===== config.mk =====
export PLATFORM = sky130hd
export DESIGN_NAME = scrc_top
export DESIGN_NICKNAME = d
export VERILOG_FILES = /design/src/verilog/scrc_pkg.sv /design/src/verilog/scrc_wake_if.sv /design/src/verilog/scrc_top.sv /design/src/verilog/scrc_wake_seq.sv
export SDC_FILE = /design/constraint.sdc
export NUM_CORES = 1
export LEC_CHECK = 0
export CORE_UTILIZATION = 55
export CTS_CLUSTER_DIAMETER = 30
export DETAILED_ROUTE_END_ITERATION = 8
export DONT_BUFFER_PORTS = 1
export PLACE_DENSITY = 0.73
export SYNTH_ARGS = -nofsm -noshare
export SYNTH_HDL_FRONTEND = slang
export SYNTH_HIERARCHICAL = 1
export SYNTH_SLANG_ARGS = --single-unit

===== constraint.sdc =====
create_clock -name sys_clk -period 1.43 [get_ports sys_clk]
set_input_delay 0.143 -clock sys_clk [delete_from_list [all_inputs] [get_ports sys_clk]]
set_output_delay 0.143 -clock sys_clk [all_outputs]
set_load 0.01 [all_outputs]

===== src/verilog/scrc_pkg.sv =====
package scrc_pkg;

	// ----------------------------------------------------------------
	// register map, byte addresses on the avalon slave
	// ----------------------------------------------------------------
	localparam int ADDR_W = 6;
	localparam logic [5:0] ADDR_RUN_CLOCK_CONFIG         = 6'h00;
	localparam logic [5:0] ADDR_RAW_STATUS               = 6'h04;
	localparam logic [5:0] ADDR_INTERRUPT_MASK_CONTROL   = 6'h08;
	localparam logic [5:0] ADDR_MASKED_STATUS            = 6'h0C;
	localparam logic [5:0] ADDR_DEEP_SLEEP_CLOCK_CONFIG  = 6'h10;
	localparam logic [5:0] ADDR_CRYSTAL_TO_PLL_TRANS     = 6'h14;
	localparam logic [5:0] ADDR_REGULATOR_POWER_CONTROL  = 6'h18;
	localparam logic [5:0] ADDR_UNREGULATED_RESET_ALLOW  = 6'h1C;
	localparam logic [5:0] ADDR_SYSTEM_STATUS            = 6'h20;

	// ----------------------------------------------------------------
	// run clock config fields
	// ----------------------------------------------------------------
	localparam int RCC_W               = 8;
	localparam int RCC_VERIFY_BIT      = 0;   // main_osc_verify_enable
	localparam int RCC_PLL_BYPASS_BIT  = 1;   // core bypasses the pll
	localparam int RCC_PLL_PLL_POWER_DOWN_BIT   = 2;   // pll_power_down
	localparam int RCC_RUN_INT_BIT     = 3;   // run from internal 12 mhz osc
	localparam int RCC_CRYSTAL_FREQ_SELECT_LSB        = 4;   // crystal_freq_select
	localparam int CRYSTAL_FREQ_SELECT_W              = 4;

	// crystal codes (encoding is local to this block)
	localparam logic [3:0] CRYSTAL_FREQ_SELECT_4MHZ  = 4'h6;
	localparam logic [3:0] CRYSTAL_FREQ_SELECT_5MHZ  = 4'h9;
	localparam logic [3:0] CRYSTAL_FREQ_SELECT_6MHZ  = 4'hB;
	localparam logic [3:0] CRYSTAL_FREQ_SELECT_8MHZ  = 4'hE;
	localparam logic [3:0] CRYSTAL_FREQ_SELECT_10MHZ = 4'hF;

	// pll comes up powered down, crystal at 6 mhz, bypassed
	localparam logic [7:0] RCC_RESET  = 8'hB6;

	// ----------------------------------------------------------------
	// crystal to pll translation: {prediv, mult}, out = crystal mhz/prediv*mult
	// ----------------------------------------------------------------
	localparam int PREDIV_W = 5;
	localparam int MULT_W   = 9;
	localparam int TRANS_W  = 14;
	localparam logic [13:0] TRANS_4MHZ  = 14'h0264;  // 4/1*100  = 400
	localparam logic [13:0] TRANS_5MHZ  = 14'h0B90;  // 5/5*400  = 400
	localparam logic [13:0] TRANS_6MHZ  = 14'h06C8;  // 6/3*200  = 400
	localparam logic [13:0] TRANS_8MHZ  = 14'h0464;  // 8/2*100  = 400
	localparam logic [13:0] TRANS_10MHZ = 14'h0AC8;  // 10/5*200 = 400

	// ----------------------------------------------------------------
	// event bits, shared by raw status, mask and masked status
	// ----------------------------------------------------------------
	localparam int EVT_W             = 4;
	localparam int EVT_OSC_FAIL      = 0;
	localparam int EVT_CURRENT_LIMIT = 1;
	localparam int EVT_UNREGULATED   = 2;
	localparam int EVT_PLL_LOCK      = 3;
	localparam logic [3:0] IMC_RESET = 4'h1;   // oscillator failure unmasked

	// ----------------------------------------------------------------
	// clock source codes, used for deep sleep field and clock select
	// ----------------------------------------------------------------
	localparam int CLK_W = 2;
	localparam logic [1:0] CLK_MAIN_OSC = 2'h0;
	localparam logic [1:0] CLK_INT_12M  = 2'h1;
	localparam logic [1:0] CLK_INT_30K  = 2'h2;
	localparam logic [1:0] CLK_EXT_32K  = 2'h3;

	// regulator output adjust, zero is the 2.5 v default
	localparam int VADJ_W = 3;
	localparam logic [2:0] VADJ_RESET = 3'h0;

	// ----------------------------------------------------------------
	// wake sequencer states, one-hot
	// ----------------------------------------------------------------
	typedef enum logic [3:0]
	{
		WAKE_RUN      = 4'b0001,
		WAKE_SLEEP    = 4'b0010,
		WAKE_WAIT_OSC = 4'b0100,
		WAKE_WAIT_PLL = 4'b1000
	} scrc_wake_state_type;

	// crystal code to pll translation, unknown codes fall back to 6 mhz
	function automatic logic [13:0] crystal_freq_select_to_trans(input logic [3:0] code);
		logic [13:0] t;
		t = TRANS_6MHZ;
		case (code)
			CRYSTAL_FREQ_SELECT_4MHZ:  t = TRANS_4MHZ;
			CRYSTAL_FREQ_SELECT_5MHZ:  t = TRANS_5MHZ;
			CRYSTAL_FREQ_SELECT_6MHZ:  t = TRANS_6MHZ;
			CRYSTAL_FREQ_SELECT_8MHZ:  t = TRANS_8MHZ;
			CRYSTAL_FREQ_SELECT_10MHZ: t = TRANS_10MHZ;
			default:    t = TRANS_6MHZ;
		endcase
		return t;
	endfunction

endpackage


===== src/verilog/scrc_wake_if.sv =====
`timescale 1ns/100ps
// config and status between the register side and the wake sequencer
interface scrc_wake_if;
	logic       failover;        // main oscillator declared dead
	logic       run_internal;    // run mode source is internal 12 mhz
	logic       pll_active;      // pll powered and not bypassed
	logic [1:0] ds_source;       // deep_sleep_clock_source
	logic       deep_sleep_req;  // core asks for deep sleep
	logic       wake_evt;        // wake-up event
	logic       osc_stable;      // main oscillator stable
	logic       pll_locked;      // pll lock indication
	logic [1:0] clk_sel;         // selected core clock, registered
	logic       core_run_en;     // core may execute, registered
	logic [3:0] state;           // sequencer state for status readback

	modport ctrl (output failover, run_internal, pll_active, ds_source, deep_sleep_req,
		wake_evt, osc_stable, pll_locked, input clk_sel, core_run_en, state);
	modport seq (input failover, run_internal, pll_active, ds_source, deep_sleep_req,
		wake_evt, osc_stable, pll_locked, output clk_sel, core_run_en, state);
endinterface


===== src/verilog/scrc_top.sv =====
`timescale 1ns/100ps
module scrc_top
(
	input  wire logic        sys_clk,
	input  wire logic        sys_rst,
	input  wire logic        por_rst,
	input  wire logic [5:0]  avs_address,
	input  wire logic        avs_read,
	input  wire logic        avs_write,
	input  wire logic [31:0] avs_writedata,
	input  wire logic [3:0]  avs_byteenable,
	output logic      [31:0] avs_readdata,
	output logic             avs_waitrequest,
	input  wire logic        main_osc_fail,
	input  wire logic        main_osc_stable,
	input  wire logic        current_limit_evt,
	input  wire logic        unregulated_evt,
	input  wire logic        pll_locked,
	input  wire logic        deep_sleep_req,
	input  wire logic        wake_evt,
	output logic             irq,
	output logic             sys_reset_req,
	output logic             core_run_en,
	output logic      [1:0]  clk_sel,
	output logic             pll_power_down,
	output logic      [4:0]  pll_prediv,
	output logic      [8:0]  pll_mult,
	output logic      [2:0]  regulator_vadj
);

	// ----------------------------------------------------------------
	// declarations
	// ----------------------------------------------------------------
	logic                          rst_any;          // either reset source
	logic                          ack_ff;           // answer phase, waitrequest low
	logic [31:0]                   rdata_ff;         // registered read data
	logic [31:0]                   rd_word;          // read mux output
	logic                          wr_go;            // write takes effect now
	logic                          rd_go;            // read data captured now
	logic [7:0]                    run_clock_config_ff;       // run mode clock setup
	logic [13:0]                   trans_ff;                  // crystal_to_pll_translation
	logic [3:0]                    raw_ff;                    // sticky raw event flags
	logic [3:0]                    interrupt_mask_control_ff; // event masks
	logic [1:0]                    deep_sleep_clock_config_ff;// deep sleep source
	logic [2:0]                    regulator_power_control_ff;// regulator adjust
	logic                          unregulated_reset_allow_ff;// reset on unregulated
	logic [3:0]                    evt_set;          // events seen this cycle
	logic [3:0]                    evt_clr;          // write-one-to-clear bits
	logic [3:0]                    nxt_raw;          // raw flags after set and clear
	logic                          pll_locked_q_ff;  // lock input one cycle ago
	logic                          failover_ff;      // oscillator declared failed
	logic                          irq_ff;           // registered interrupt
	logic                          reset_req_ff;     // registered reset request
	logic [7:0]                    rcc_wr;           // merged run clock write value

	// config and status bundle for the sequencer
	scrc_wake_if wk ();

	// both reset sources clear the block; power-on is not special here
	assign rst_any = sys_rst | por_rst;

	// ----------------------------------------------------------------
	// helper: merge write data into a register by byte enables
	// ----------------------------------------------------------------
	function automatic logic [31:0] be_merge
	(
		input logic [31:0] old_val,
		input logic [31:0] new_val,
		input logic [3:0]  be
	);
		logic [31:0] res;
		res = old_val;
		for (int i = 0; i < 4; i++)
		begin
			if (be[i])
				res[i*8 +: 8] = new_val[i*8 +: 8];
		end
		return res;
	endfunction

	// address match, shared by read and write decode
	function automatic logic hit(input logic [5:0] a, input logic [5:0] reg_addr);
		return a == reg_addr;
	endfunction

	// ----------------------------------------------------------------
	// avalon slave handshake
	// ----------------------------------------------------------------
	// every access takes exactly one wait cycle; ack_ff drops waitrequest
	// for one cycle; reads capture on the edge that raises ack_ff, writes complete on the edge that ends it
	assign wr_go = avs_write && ack_ff;
	assign rd_go = avs_read && !ack_ff;

	always_ff @(posedge sys_clk)
	begin
		if (rst_any)
			ack_ff <= 1'b0;
		else if ((avs_read || avs_write) && !ack_ff)
			ack_ff <= 1'b1;   // request seen, answer next edge
		else
			ack_ff <= 1'b0;   // answer given, back to waiting
	end

	// read data captured as waitrequest goes low, held while idle
	always_ff @(posedge sys_clk)
	begin
		if (rst_any)
			rdata_ff <= 32'h0000_0000;
		else if (rd_go)
			rdata_ff <= rd_word;
	end

	// ----------------------------------------------------------------
	// read mux, unmapped addresses read as zero
	// ----------------------------------------------------------------
	always_comb
	begin
		rd_word = 32'h0000_0000;
		if (hit(avs_address, scrc_pkg::ADDR_RUN_CLOCK_CONFIG))
			rd_word[7:0] = run_clock_config_ff;
		else if (hit(avs_address, scrc_pkg::ADDR_RAW_STATUS))
			rd_word[3:0] = raw_ff;
		else if (hit(avs_address, scrc_pkg::ADDR_INTERRUPT_MASK_CONTROL))
			rd_word[3:0] = interrupt_mask_control_ff;
		else if (hit(avs_address, scrc_pkg::ADDR_MASKED_STATUS))
			rd_word[3:0] = raw_ff & interrupt_mask_control_ff;
		else if (hit(avs_address, scrc_pkg::ADDR_DEEP_SLEEP_CLOCK_CONFIG))
			rd_word[1:0] = deep_sleep_clock_config_ff;
		else if (hit(avs_address, scrc_pkg::ADDR_CRYSTAL_TO_PLL_TRANS))
			rd_word[13:0] = trans_ff;
		else if (hit(avs_address, scrc_pkg::ADDR_REGULATOR_POWER_CONTROL))
			rd_word[2:0] = regulator_power_control_ff;
		else if (hit(avs_address, scrc_pkg::ADDR_UNREGULATED_RESET_ALLOW))
			rd_word[0] = unregulated_reset_allow_ff;
		else if (hit(avs_address, scrc_pkg::ADDR_SYSTEM_STATUS))
			// live state: failover, lock, clock select, sequencer state
			rd_word[9:0] = {pll_locked_q_ff, failover_ff, wk.clk_sel,
				wk.core_run_en, 1'b0, wk.state};
		else
			rd_word = 32'h0000_0000;
	end

	// ----------------------------------------------------------------
	// run clock config and crystal translation
	// ----------------------------------------------------------------
	// register sits in byte 0; the cast drops the upper lanes
	assign rcc_wr = 8'(be_merge({24'h00_0000, run_clock_config_ff}, avs_writedata,
		avs_byteenable));

	// any reset powers the pll down and restores 6 mhz crystal
	always_ff @(posedge sys_clk)
	begin
		if (rst_any)
			run_clock_config_ff <= scrc_pkg::RCC_RESET;
		else if (wr_go && hit(avs_address, scrc_pkg::ADDR_RUN_CLOCK_CONFIG))
			run_clock_config_ff <= rcc_wr;
	end

	// translation tracks crystal on every reset and every write, so the
	// pll never sees a stale value after an external reset
	always_ff @(posedge sys_clk)
	begin
		if (rst_any)
			trans_ff <= scrc_pkg::TRANS_6MHZ;
		else if (wr_go && hit(avs_address, scrc_pkg::ADDR_RUN_CLOCK_CONFIG))
			// table targets 400 mhz for every supported crystal
			trans_ff <= scrc_pkg::crystal_freq_select_to_trans(
				rcc_wr[scrc_pkg::RCC_CRYSTAL_FREQ_SELECT_LSB +: scrc_pkg::CRYSTAL_FREQ_SELECT_W]);
	end

	// ----------------------------------------------------------------
	// plain configuration registers
	// ----------------------------------------------------------------
	// event masks, same layout as raw status
	always_ff @(posedge sys_clk)
	begin
		if (rst_any)
			interrupt_mask_control_ff <= scrc_pkg::IMC_RESET;
		else if (wr_go && hit(avs_address, scrc_pkg::ADDR_INTERRUPT_MASK_CONTROL))
			interrupt_mask_control_ff <= 4'(be_merge({28'h000_0000, interrupt_mask_control_ff},
				avs_writedata, avs_byteenable));
	end

	// deep sleep source selects which oscillator feeds sleep
	always_ff @(posedge sys_clk)
	begin
		if (rst_any)
			deep_sleep_clock_config_ff <= scrc_pkg::CLK_MAIN_OSC;
		else if (wr_go && hit(avs_address, scrc_pkg::ADDR_DEEP_SLEEP_CLOCK_CONFIG))
			deep_sleep_clock_config_ff <= 2'(be_merge({30'h0000_0000,
				deep_sleep_clock_config_ff}, avs_writedata, avs_byteenable));
	end

	// regulator level is software's job; we only hold and drive it
	always_ff @(posedge sys_clk)
	begin
		if (rst_any)
			regulator_power_control_ff <= scrc_pkg::VADJ_RESET;
		else if (wr_go && hit(avs_address, scrc_pkg::ADDR_REGULATOR_POWER_CONTROL))
			regulator_power_control_ff <= 3'(be_merge({29'h0000_0000,
				regulator_power_control_ff}, avs_writedata, avs_byteenable));
	end

	// escalation stays off after any reset
	always_ff @(posedge sys_clk)
	begin
		if (rst_any)
			unregulated_reset_allow_ff <= 1'b0;
		else if (wr_go && hit(avs_address, scrc_pkg::ADDR_UNREGULATED_RESET_ALLOW))
			unregulated_reset_allow_ff <= 1'(be_merge({31'h0000_0000,
				unregulated_reset_allow_ff}, avs_writedata, avs_byteenable));
	end

	// ----------------------------------------------------------------
	// event detection
	// ----------------------------------------------------------------
	// levels sampled each edge; pins are synchronous
	always_comb
	begin
		evt_set = 4'h0;
		// failure counts only while verification is enabled
		evt_set[scrc_pkg::EVT_OSC_FAIL] = main_osc_fail
			&& run_clock_config_ff[scrc_pkg::RCC_VERIFY_BIT];
		evt_set[scrc_pkg::EVT_CURRENT_LIMIT] = current_limit_evt;
		evt_set[scrc_pkg::EVT_UNREGULATED]   = unregulated_evt;
		// lock edge ignored while the pll is powered down
		evt_set[scrc_pkg::EVT_PLL_LOCK] = pll_locked && !pll_locked_q_ff
			&& !run_clock_config_ff[scrc_pkg::RCC_PLL_PLL_POWER_DOWN_BIT];
	end

	// clear only on the completing write edge
	assign evt_clr = (wr_go && hit(avs_address, scrc_pkg::ADDR_RAW_STATUS))
		? (avs_writedata[3:0] & {4{avs_byteenable[0]}}) : 4'h0;

	// set wins over clear so a same-cycle event is not lost
	assign nxt_raw = (raw_ff & ~evt_clr) | evt_set;

	// ----------------------------------------------------------------
	// sticky raw flags, independent of masks
	// ----------------------------------------------------------------
	// hardware sets, software writes one to clear
	always_ff @(posedge sys_clk)
	begin
		if (rst_any)
			raw_ff <= 4'h0;
		else
			raw_ff <= nxt_raw;
	end

	// lock level one cycle ago, for edge detection
	// reset low is harmless: the pll is down then
	always_ff @(posedge sys_clk)
	begin
		if (rst_any)
			pll_locked_q_ff <= 1'b0;
		else
			pll_locked_q_ff <= pll_locked;
	end

	// failover is sticky until reset; a flaky oscillator must not be
	// trusted again just because it restarted
	always_ff @(posedge sys_clk)
	begin
		if (rst_any)
			failover_ff <= 1'b0;
		else if (evt_set[scrc_pkg::EVT_OSC_FAIL])
			failover_ff <= 1'b1;
	end

	// ----------------------------------------------------------------
	// interrupt and reset request
	// ----------------------------------------------------------------
	// masked or of the flags; a clear mask bit blocks that source
	always_ff @(posedge sys_clk)
	begin
		if (rst_any)
			irq_ff <= 1'b0;
		else
			irq_ff <= |(raw_ff & interrupt_mask_control_ff);
	end

	// unregulated power escalates to a system reset when allowed
	always_ff @(posedge sys_clk)
	begin
		if (rst_any)
			reset_req_ff <= 1'b0;
		else
			reset_req_ff <= unregulated_evt && unregulated_reset_allow_ff;
	end

	// ----------------------------------------------------------------
	// wake sequencer hookup
	// ----------------------------------------------------------------
	// sequencer inputs, plain wiring
	assign wk.failover       = failover_ff;
	assign wk.run_internal   = run_clock_config_ff[scrc_pkg::RCC_RUN_INT_BIT];
	assign wk.pll_active     = !run_clock_config_ff[scrc_pkg::RCC_PLL_PLL_POWER_DOWN_BIT]
		&& !run_clock_config_ff[scrc_pkg::RCC_PLL_BYPASS_BIT];
	assign wk.ds_source      = deep_sleep_clock_config_ff;
	assign wk.deep_sleep_req = deep_sleep_req;
	assign wk.wake_evt       = wake_evt;
	assign wk.osc_stable     = main_osc_stable;
	assign wk.pll_locked     = pll_locked;

	// same clock, and either reset source
	scrc_wake_seq u_wake
	(
		.sys_clk (sys_clk),
		.rst     (rst_any),
		.wk      (wk.seq)
	);

	// ----------------------------------------------------------------
	// outputs, all from flip-flops
	// ----------------------------------------------------------------
	assign avs_readdata    = rdata_ff;
	assign avs_waitrequest = !ack_ff;
	assign irq             = irq_ff;
	assign sys_reset_req   = reset_req_ff;
	assign core_run_en     = wk.core_run_en;
	assign clk_sel         = wk.clk_sel;
	assign pll_power_down  = run_clock_config_ff[scrc_pkg::RCC_PLL_PLL_POWER_DOWN_BIT];
	assign pll_prediv      = trans_ff[scrc_pkg::MULT_W +: scrc_pkg::PREDIV_W];
	assign pll_mult        = trans_ff[scrc_pkg::MULT_W-1:0];
	assign regulator_vadj  = regulator_power_control_ff;

endmodule


===== src/verilog/scrc_wake_seq.sv =====
`timescale 1ns/100ps
module scrc_wake_seq
(
	input  wire logic sys_clk,
	input  wire logic rst,
	scrc_wake_if.seq  wk
);

	scrc_pkg::scrc_wake_state_type state_ff;      // current state
	scrc_pkg::scrc_wake_state_type nxt_state;     // next state
	logic [1:0]                    run_sel;       // clock used in run mode
	logic [1:0]                    clk_sel_ff;    // registered clock select
	logic                          core_run_ff;   // registered run enable

	// failover forces the internal oscillator regardless of config
	assign run_sel = (wk.failover || wk.run_internal) ? scrc_pkg::CLK_INT_12M
		: scrc_pkg::CLK_MAIN_OSC;

	// ----------------------------------------------------------------
	// next state
	// ----------------------------------------------------------------
	always_comb
	begin
		nxt_state = state_ff;
		case (state_ff)
			scrc_pkg::WAKE_RUN:
				if (wk.deep_sleep_req)
					nxt_state = scrc_pkg::WAKE_SLEEP;
			scrc_pkg::WAKE_SLEEP:
				// main osc source must settle before the core runs
				if (wk.wake_evt)
					nxt_state = (run_sel == scrc_pkg::CLK_MAIN_OSC)
						? scrc_pkg::WAKE_WAIT_OSC : scrc_pkg::WAKE_RUN;
			scrc_pkg::WAKE_WAIT_OSC:
				if (wk.failover)
					nxt_state = scrc_pkg::WAKE_RUN;
				else if (wk.osc_stable)
					// pll path switches only once the pll is ready
					nxt_state = wk.pll_active ? scrc_pkg::WAKE_WAIT_PLL
						: scrc_pkg::WAKE_RUN;
			scrc_pkg::WAKE_WAIT_PLL:
				if (wk.pll_locked || wk.failover)
					nxt_state = scrc_pkg::WAKE_RUN;
			default:
				nxt_state = scrc_pkg::WAKE_RUN;
		endcase
	end

	// ----------------------------------------------------------------
	// state register
	// ----------------------------------------------------------------
	always_ff @(posedge sys_clk)
	begin
		if (rst)
			state_ff <= scrc_pkg::WAKE_RUN;
		else
			state_ff <= nxt_state;
	end

	// ----------------------------------------------------------------
	// clock select and core enable follow the next state
	// ----------------------------------------------------------------
	always_ff @(posedge sys_clk)
	begin
		if (rst)
		begin
			clk_sel_ff  <= scrc_pkg::CLK_MAIN_OSC;
			core_run_ff <= 1'b1;
		end
		else
		begin
			// run mode: main osc, or internal 12 mhz when run_internal is set or after a failure
			if (nxt_state == scrc_pkg::WAKE_RUN)
				clk_sel_ff <= run_sel;
			else
				clk_sel_ff <= wk.ds_source;   // deep sleep source
			core_run_ff <= (nxt_state == scrc_pkg::WAKE_RUN);
		end
	end

	assign wk.clk_sel     = clk_sel_ff;
	assign wk.core_run_en = core_run_ff;
	assign wk.state       = state_ff;

endmodule

# Word-level counts from Yosys, hierarchy flattened
# Index checks and enable logic that the tools add are counted.
# totals
in_bits,54
output_inout_bits,56
ff_bits,80
word_cells,121
# op_classes
n_mux,52
n_bitwise,6
n_eq_ne,17
reduce_logical,29
# op_table
cell,count
$mux 31,7
$mux 29,7
$mux 10,9
$mux 28,3
$pmux 12 s4,1
$mux 4,10
$mux 30,1
$eq 6x5->1 const B,4
$mux 24,1
$mux 18,1
$eq 4x4->1 const B,4
$mux 8,2
$pmux 4 s4,1
$logic_and 1x1->1,14
$mux 14,1
$and 4x4->4,3
$eq 6x4->1 const B,2
$reduce_and 2->1,5
$mux 9,1
$eq 4x1->1 const B,2
$eq 4x3->1 const B,2
$eq 6x3->1 const B,1
$eq 6x6->1 const B,1
$logic_not 6->1,1
11 further kinds,20

# Depth between registers and ports, before layout
# depth
depth_word,31
ltp_mapped,6
depth_no_buf,6

# Modules after synthesis
# Netlist, hierarchy kept.
# by_module_without_submodules
module,cells_each,instances,seq_area_each_um2,area_per_inst_um2
scrc_top,287,1,940.9,2451.1
scrc_wake_seq,47,1,140.1,422.9

# Worst setup path before layout
# Ideal clock, no wire load.
# synth_path
kind,in2reg
start,in avs_address[1]
end,reg interrupt_mask_control_ff[0]
required_time_ns,1.302
path_slack_ns,-0.035
setup_ns,0.128
n_path_buf,1
t_arrival_ns,1.337
cell_stages,5
path_cell_list,or4_4 > buf_6 > nor3_4 > mux2i_1 > nand2_1
# synth_via
elab_chain_len,3
# synth_rtl
item,line_no,rtl
from (decl),scrc_top.sv:7,"input wire logic [5:0] avs_address,"
$eq 6x4->1,scrc_top.sv:83,return a == reg_addr;
$logic_and 1x1->1,scrc_top.sv:179,"else if (wr_go && hit(avs_address, scrc_pkg::ADDR_INTERRUPT_MASK_CONTROL))"
$reduce_and 2->1 (no line),-,
to (signal assigned),scrc_top.sv:178,interrupt_mask_control_ff <= scrc_pkg::IMC_RESET;
to (signal assigned),scrc_top.sv:180,"interrupt_mask_control_ff <= 4'(be_merge({28'h000_0000, interrupt_mask_control_ff},"
to (decl),scrc_top.sv:43,logic [3:0] interrupt_mask_control_ff;
# No other way between the ends.
# A chain may end at the register's enable or synchronous reset.

# Worst setup path after layout
# layout_path
start,"reg u_wake.state_ff[0], in the netlist u_wake/wk.state[0]"
end,"reg u_wake.clk_sel_ff[1], in the netlist u_wake/wk.clk_sel[1]"
# layout_via
elab_chain_len,5
elab_cells_between_ends,12
cone_classes,5 x eq/ne; 7 x mux
# layout_rtl
item,line_no,rtl
from (decl),scrc_wake_seq.sv:9,scrc_pkg::scrc_wake_state_type state_ff;
from (signal assigned),scrc_wake_seq.sv:55,state_ff <= scrc_pkg::WAKE_RUN;
from (signal assigned),scrc_wake_seq.sv:57,state_ff <= nxt_state;
$mux 4,scrc_wake_seq.sv:37,else if (wk.osc_stable)
$mux 4,scrc_wake_seq.sv:35,if (wk.failover)
$pmux 4 s4 *,scrc_wake_seq.sv:25,case (state_ff)
$eq 4x1->1 *,scrc_wake_seq.sv:73,if (nxt_state == scrc_pkg::WAKE_RUN)
$mux 2 *,scrc_wake_seq.sv:73,
to (signal assigned),scrc_wake_seq.sv:67,clk_sel_ff <= scrc_pkg::CLK_MAIN_OSC;
to (signal assigned),scrc_wake_seq.sv:74,clk_sel_ff <= run_sel;
to (signal assigned),scrc_wake_seq.sv:76,clk_sel_ff <= wk.ds_source;
to (decl),scrc_wake_seq.sv:12,logic [1:0] clk_sel_ff;
# Every way passes the cells marked *; elsewhere a longest branch is shown, timed or not.

==> results.sh <==
export IMPL_outcome="finished, final reports clean"
export IMPL_port_buffers=0
export IMPL_cp_start_kind="register"
export IMPL_synth_edf_count=0
export IMPL_min_path_type="in2reg"
export IMPL_cts_made_buffers=5
export IMPL_drc=0
export IMPL_synth_cells=334
export IMPL_syn_cell_area_mm2=0.002874
export IMPL_grt_max_degree=23
export IMPL_finalInstanceArea_mm2=0.003440
export IMPL_area_growth_pct=19.68
export IMPL_dominantRegCellSynth="dfxtp_1"
export IMPL_finalNetCount=429
export IMPL_die_h_um=74.29
export IMPL_total_power_w=0.002946
export IMPL_drt_pre_antenna_iters=5
export IMPL_diodes=0
export IMPL_clk_pin_slew_ns=0.10
export IMPL_hpwl_um=5441
export IMPL_globalRoute_totalOverflow=0
export IMPL_yosys_cell_types_count=62
export IMPL_setup_viol=0
export IMPL_fp_dieW_um=74.29
export IMPL_fin_util_pct=70.49
export IMPL_cts_root_buf="clkbuf_8"
export IMPL_fin_skew_ns=0.01154
export IMPL_max_stage_delay_ns=0.35
export IMPL_drive_gt1_share_pct=22.61
export IMPL_h_tree_depth=2
export IMPL_synth_top_cell_area_share_pct=37.61
export IMPL_rows=25
export IMPL_avgSynthCellArea_um2=8.605
export IMPL_synthArstFlopShare_pct=0
export IMPL_finalSetupTns_ns=0
export IMPL_period_share_pct=97.35
export IMPL_drv_cap=0
export IMPL_seq_area_frac_synth_pct=37.61
export IMPL_cts_max_path_buffers=2
export IMPL_rsz0062_at_grt="yes"
export IMPL_hold_violations=0
export IMPL_ir_drop_uv=529.3
export IMPL_cellPowerDensity_mw_per_mm2=856.5
export IMPL_wl_per_cell_um=17.74
export IMPL_hp_start="avs_writedata[0]"
export IMPL_ys_warn_count=6
export IMPL_cp_required_ns=1.70
export IMPL_gp_congestion=0.9337
export IMPL_dieArea_mm2=0.005518
export IMPL_grt_pass1_wl_um=12010
export IMPL_crit_fanout=4
export IMPL_cp_startpoint="u_wake/wk.state[0]$_SDFF_PP1_"
export IMPL_max_freq_mhz=718.4
export IMPL_routed_via_density=5.984
export IMPL_period_needed_ns=1.392
export IMPL_cp_num_buf_inv=1
export IMPL_start_util_pct=58.90
export IMPL_grtUsageTotal_pct=29.08
export IMPL_ios=110
export IMPL_grt_pass1_vias=2415
export IMPL_synth_largest_area_cell="dfxtp_1"
export IMPL_path_class="reg2reg"
export IMPL_synthTopCellsByArea="dfxtp_1 38%, buf_4 6.8%, mux2i_1 5.9%"
export IMPL_core_area_mm2=0.004880
export IMPL_dr_total_vias=2651
export IMPL_drv_slew=0
export IMPL_clock_sinks=54
export IMPL_leakage_nw=1.324
export IMPL_end_kind="register"
export IMPL_antenna_found_initial=0
export IMPL_holdWs_ns=0.01830
export IMPL_placed_area_mm2=0.003030
export IMPL_r2r_start="u_wake/wk.state[0]$_SDFF_PP1_"
export IMPL_crit_slowest_cell="dfxtp_2"
export IMPL_cp_top_family="simple AND/OR/NAND/NOR gates"
export IMPL_drtIter0Drc=201
export IMPL_cts_tree="built"
export IMPL_drt_wl_total_um=7861
export IMPL_crit_chain="or2_4, a21o_1, o22ai_2, buf_4, nand4b_4, nor2_2"
export IMPL_clk_latency_ns=0.32
export IMPL_nFillCells=399
export IMPL_ant_nets=0
export IMPL_ys_seq_elements=54
export IMPL_worstPathArrival_ns=1.66
==> power by group <==
group,total (W),switching [W],leakage (nW),internal (W)
clock network,0.00107,0.000536,0.0587,0.000531
logic,0.000336,0.000186,0.826,0.000150
registers,0.00154,0.0000224,0.439,0.00152
total,0.00295,0.000745,1.32,0.00220
==> path summary, 6_finish.rpt <==
check	end	slack, ns	depth (start not counted)
max	u_wake/wk.clk_sel[1]$_SDFF_PP0_	0.04	6
min	raw_ff[0]$_SDFF_PP0_	0.02	2
max reg2reg	u_wake/wk.clk_sel[1]$_SDFF_PP0_	0.04	6
min reg2reg	u_wake/wk.clk_sel[1]$_SDFF_PP0_	0.51	2
==> timing repair <==
| item | CTS | global route |
|---|---|---|
| hold endpoints to repair | 23 | 1 |
| endpoints found under the setup margin | 13 | 21 |
| resized for setup | 7 | 24 |
| pin swaps | 1 | 9 |
| setup buffers | 1 | 2 |
| hold buffers | 14 | 1 |
| gates cloned | 0 | 0 |
==> final cells by class <==
class / instances / area, µm² / area share, %
clock buffer: 5 / 68.82 / 2.001
clock inverter: 3 / 47.55 / 1.382
inverter: 9 / 33.78 / 0.9822
multi-input combinational: 250 / 1655 / 48.13
sequential: 54 / 1096 / 31.87
tap: 67 / 83.83 / 2.437
timing repair buffer: 55 / 454.2 / 13.20
==> stage by stage <==
step	cells	setup slack (ns)
final	443	0.03795
after global routing	443	-0.03103
after CTS	440	0.0001212
after detailed placement	417	-0.1219
after global placement	417	-0.1357
after floorplan	357	0.01735
==> cells in the final DEF, fill, tap and decap left out, types with 5 or more instances in the layout <==
| cell | n |
|---|---|
| a21oi_1 | 20 |
| nand2b_1 | 6 |
| o21a_1 | 5 |
| nand3_1 | 14 |
| dfxtp_2 | 6 |
| nor2b_1 | 6 |
| clkbuf_8 | 5 |
| nand2_1 | 26 |
| inv_1 | 8 |
| a221oi_1 | 5 |
| mux2i_1 | 16 |
| dlygate4sd3_1 | 15 |
| buf_4 | 39 |
| a31oi_1 | 5 |
| conb_1 | 24 |
| nor3_1 | 7 |
| dfxtp_1 | 46 |
| nor2_1 | 23 |
| o21ai_0 | 10 |
==> cell usage after synthesis (7+ instances only) <==
master	count
buf_4	26
nor2b_1	7
o21ai_0	10
nand2_1	26
dfxtp_1	54
inv_1	8
nand3_1	16
a21oi_1	21
nor2_1	24
clkbuf_1	10
nor3_1	7
mux2i_1	17
==> metal layers <==
layer,track usage (%),vias up,share of wire (%)
met5,0,-,0
met4,9.853,0,2.0
met3,8.943,17,8.2
met2,45.96,125,46
met1,37.88,1276,43
li1,-,1233,-
==> sequential cells by signal (all words and copies together), names as in the netlist <==
name,flops
failover_ff,1
interrupt_mask_control_ff,4
u_wake/wk.core_run_en,1
deep_sleep_clock_config_ff,2
u_wake/wk.clk_sel,2
trans_ff,8
u_wake/wk.state,4
raw_ff,4
irq,1
pll_locked_q_ff,1
ack_ff,1
sys_reset_req,1
regulator_vadj,3
avs_readdata,12
unregulated_reset_allow_ff,1
run_clock_config_ff,8
==> cell families (layout without fill, tap and decap cells) <==
| kind of cell | after synthesis | in the layout | synth area share [%] |
|---|---|---|---|
| buffers and inverters | 53 | 72 | 11.32 |
| multiplexers | 19 | 19 | 6.704 |
| AO/OA/AOI/OAI | 80 | 80 | 18.81 |
| flip-flops | 54 | 54 | 37.61 |
| XOR/XNOR | 1 | 1 | 0.3048 |
| AND/OR/NAND/NOR | 126 | 126 | 25.12 |
| other | 1 | 24 | 0.1305 |
(Power assumes the default switching activity.)
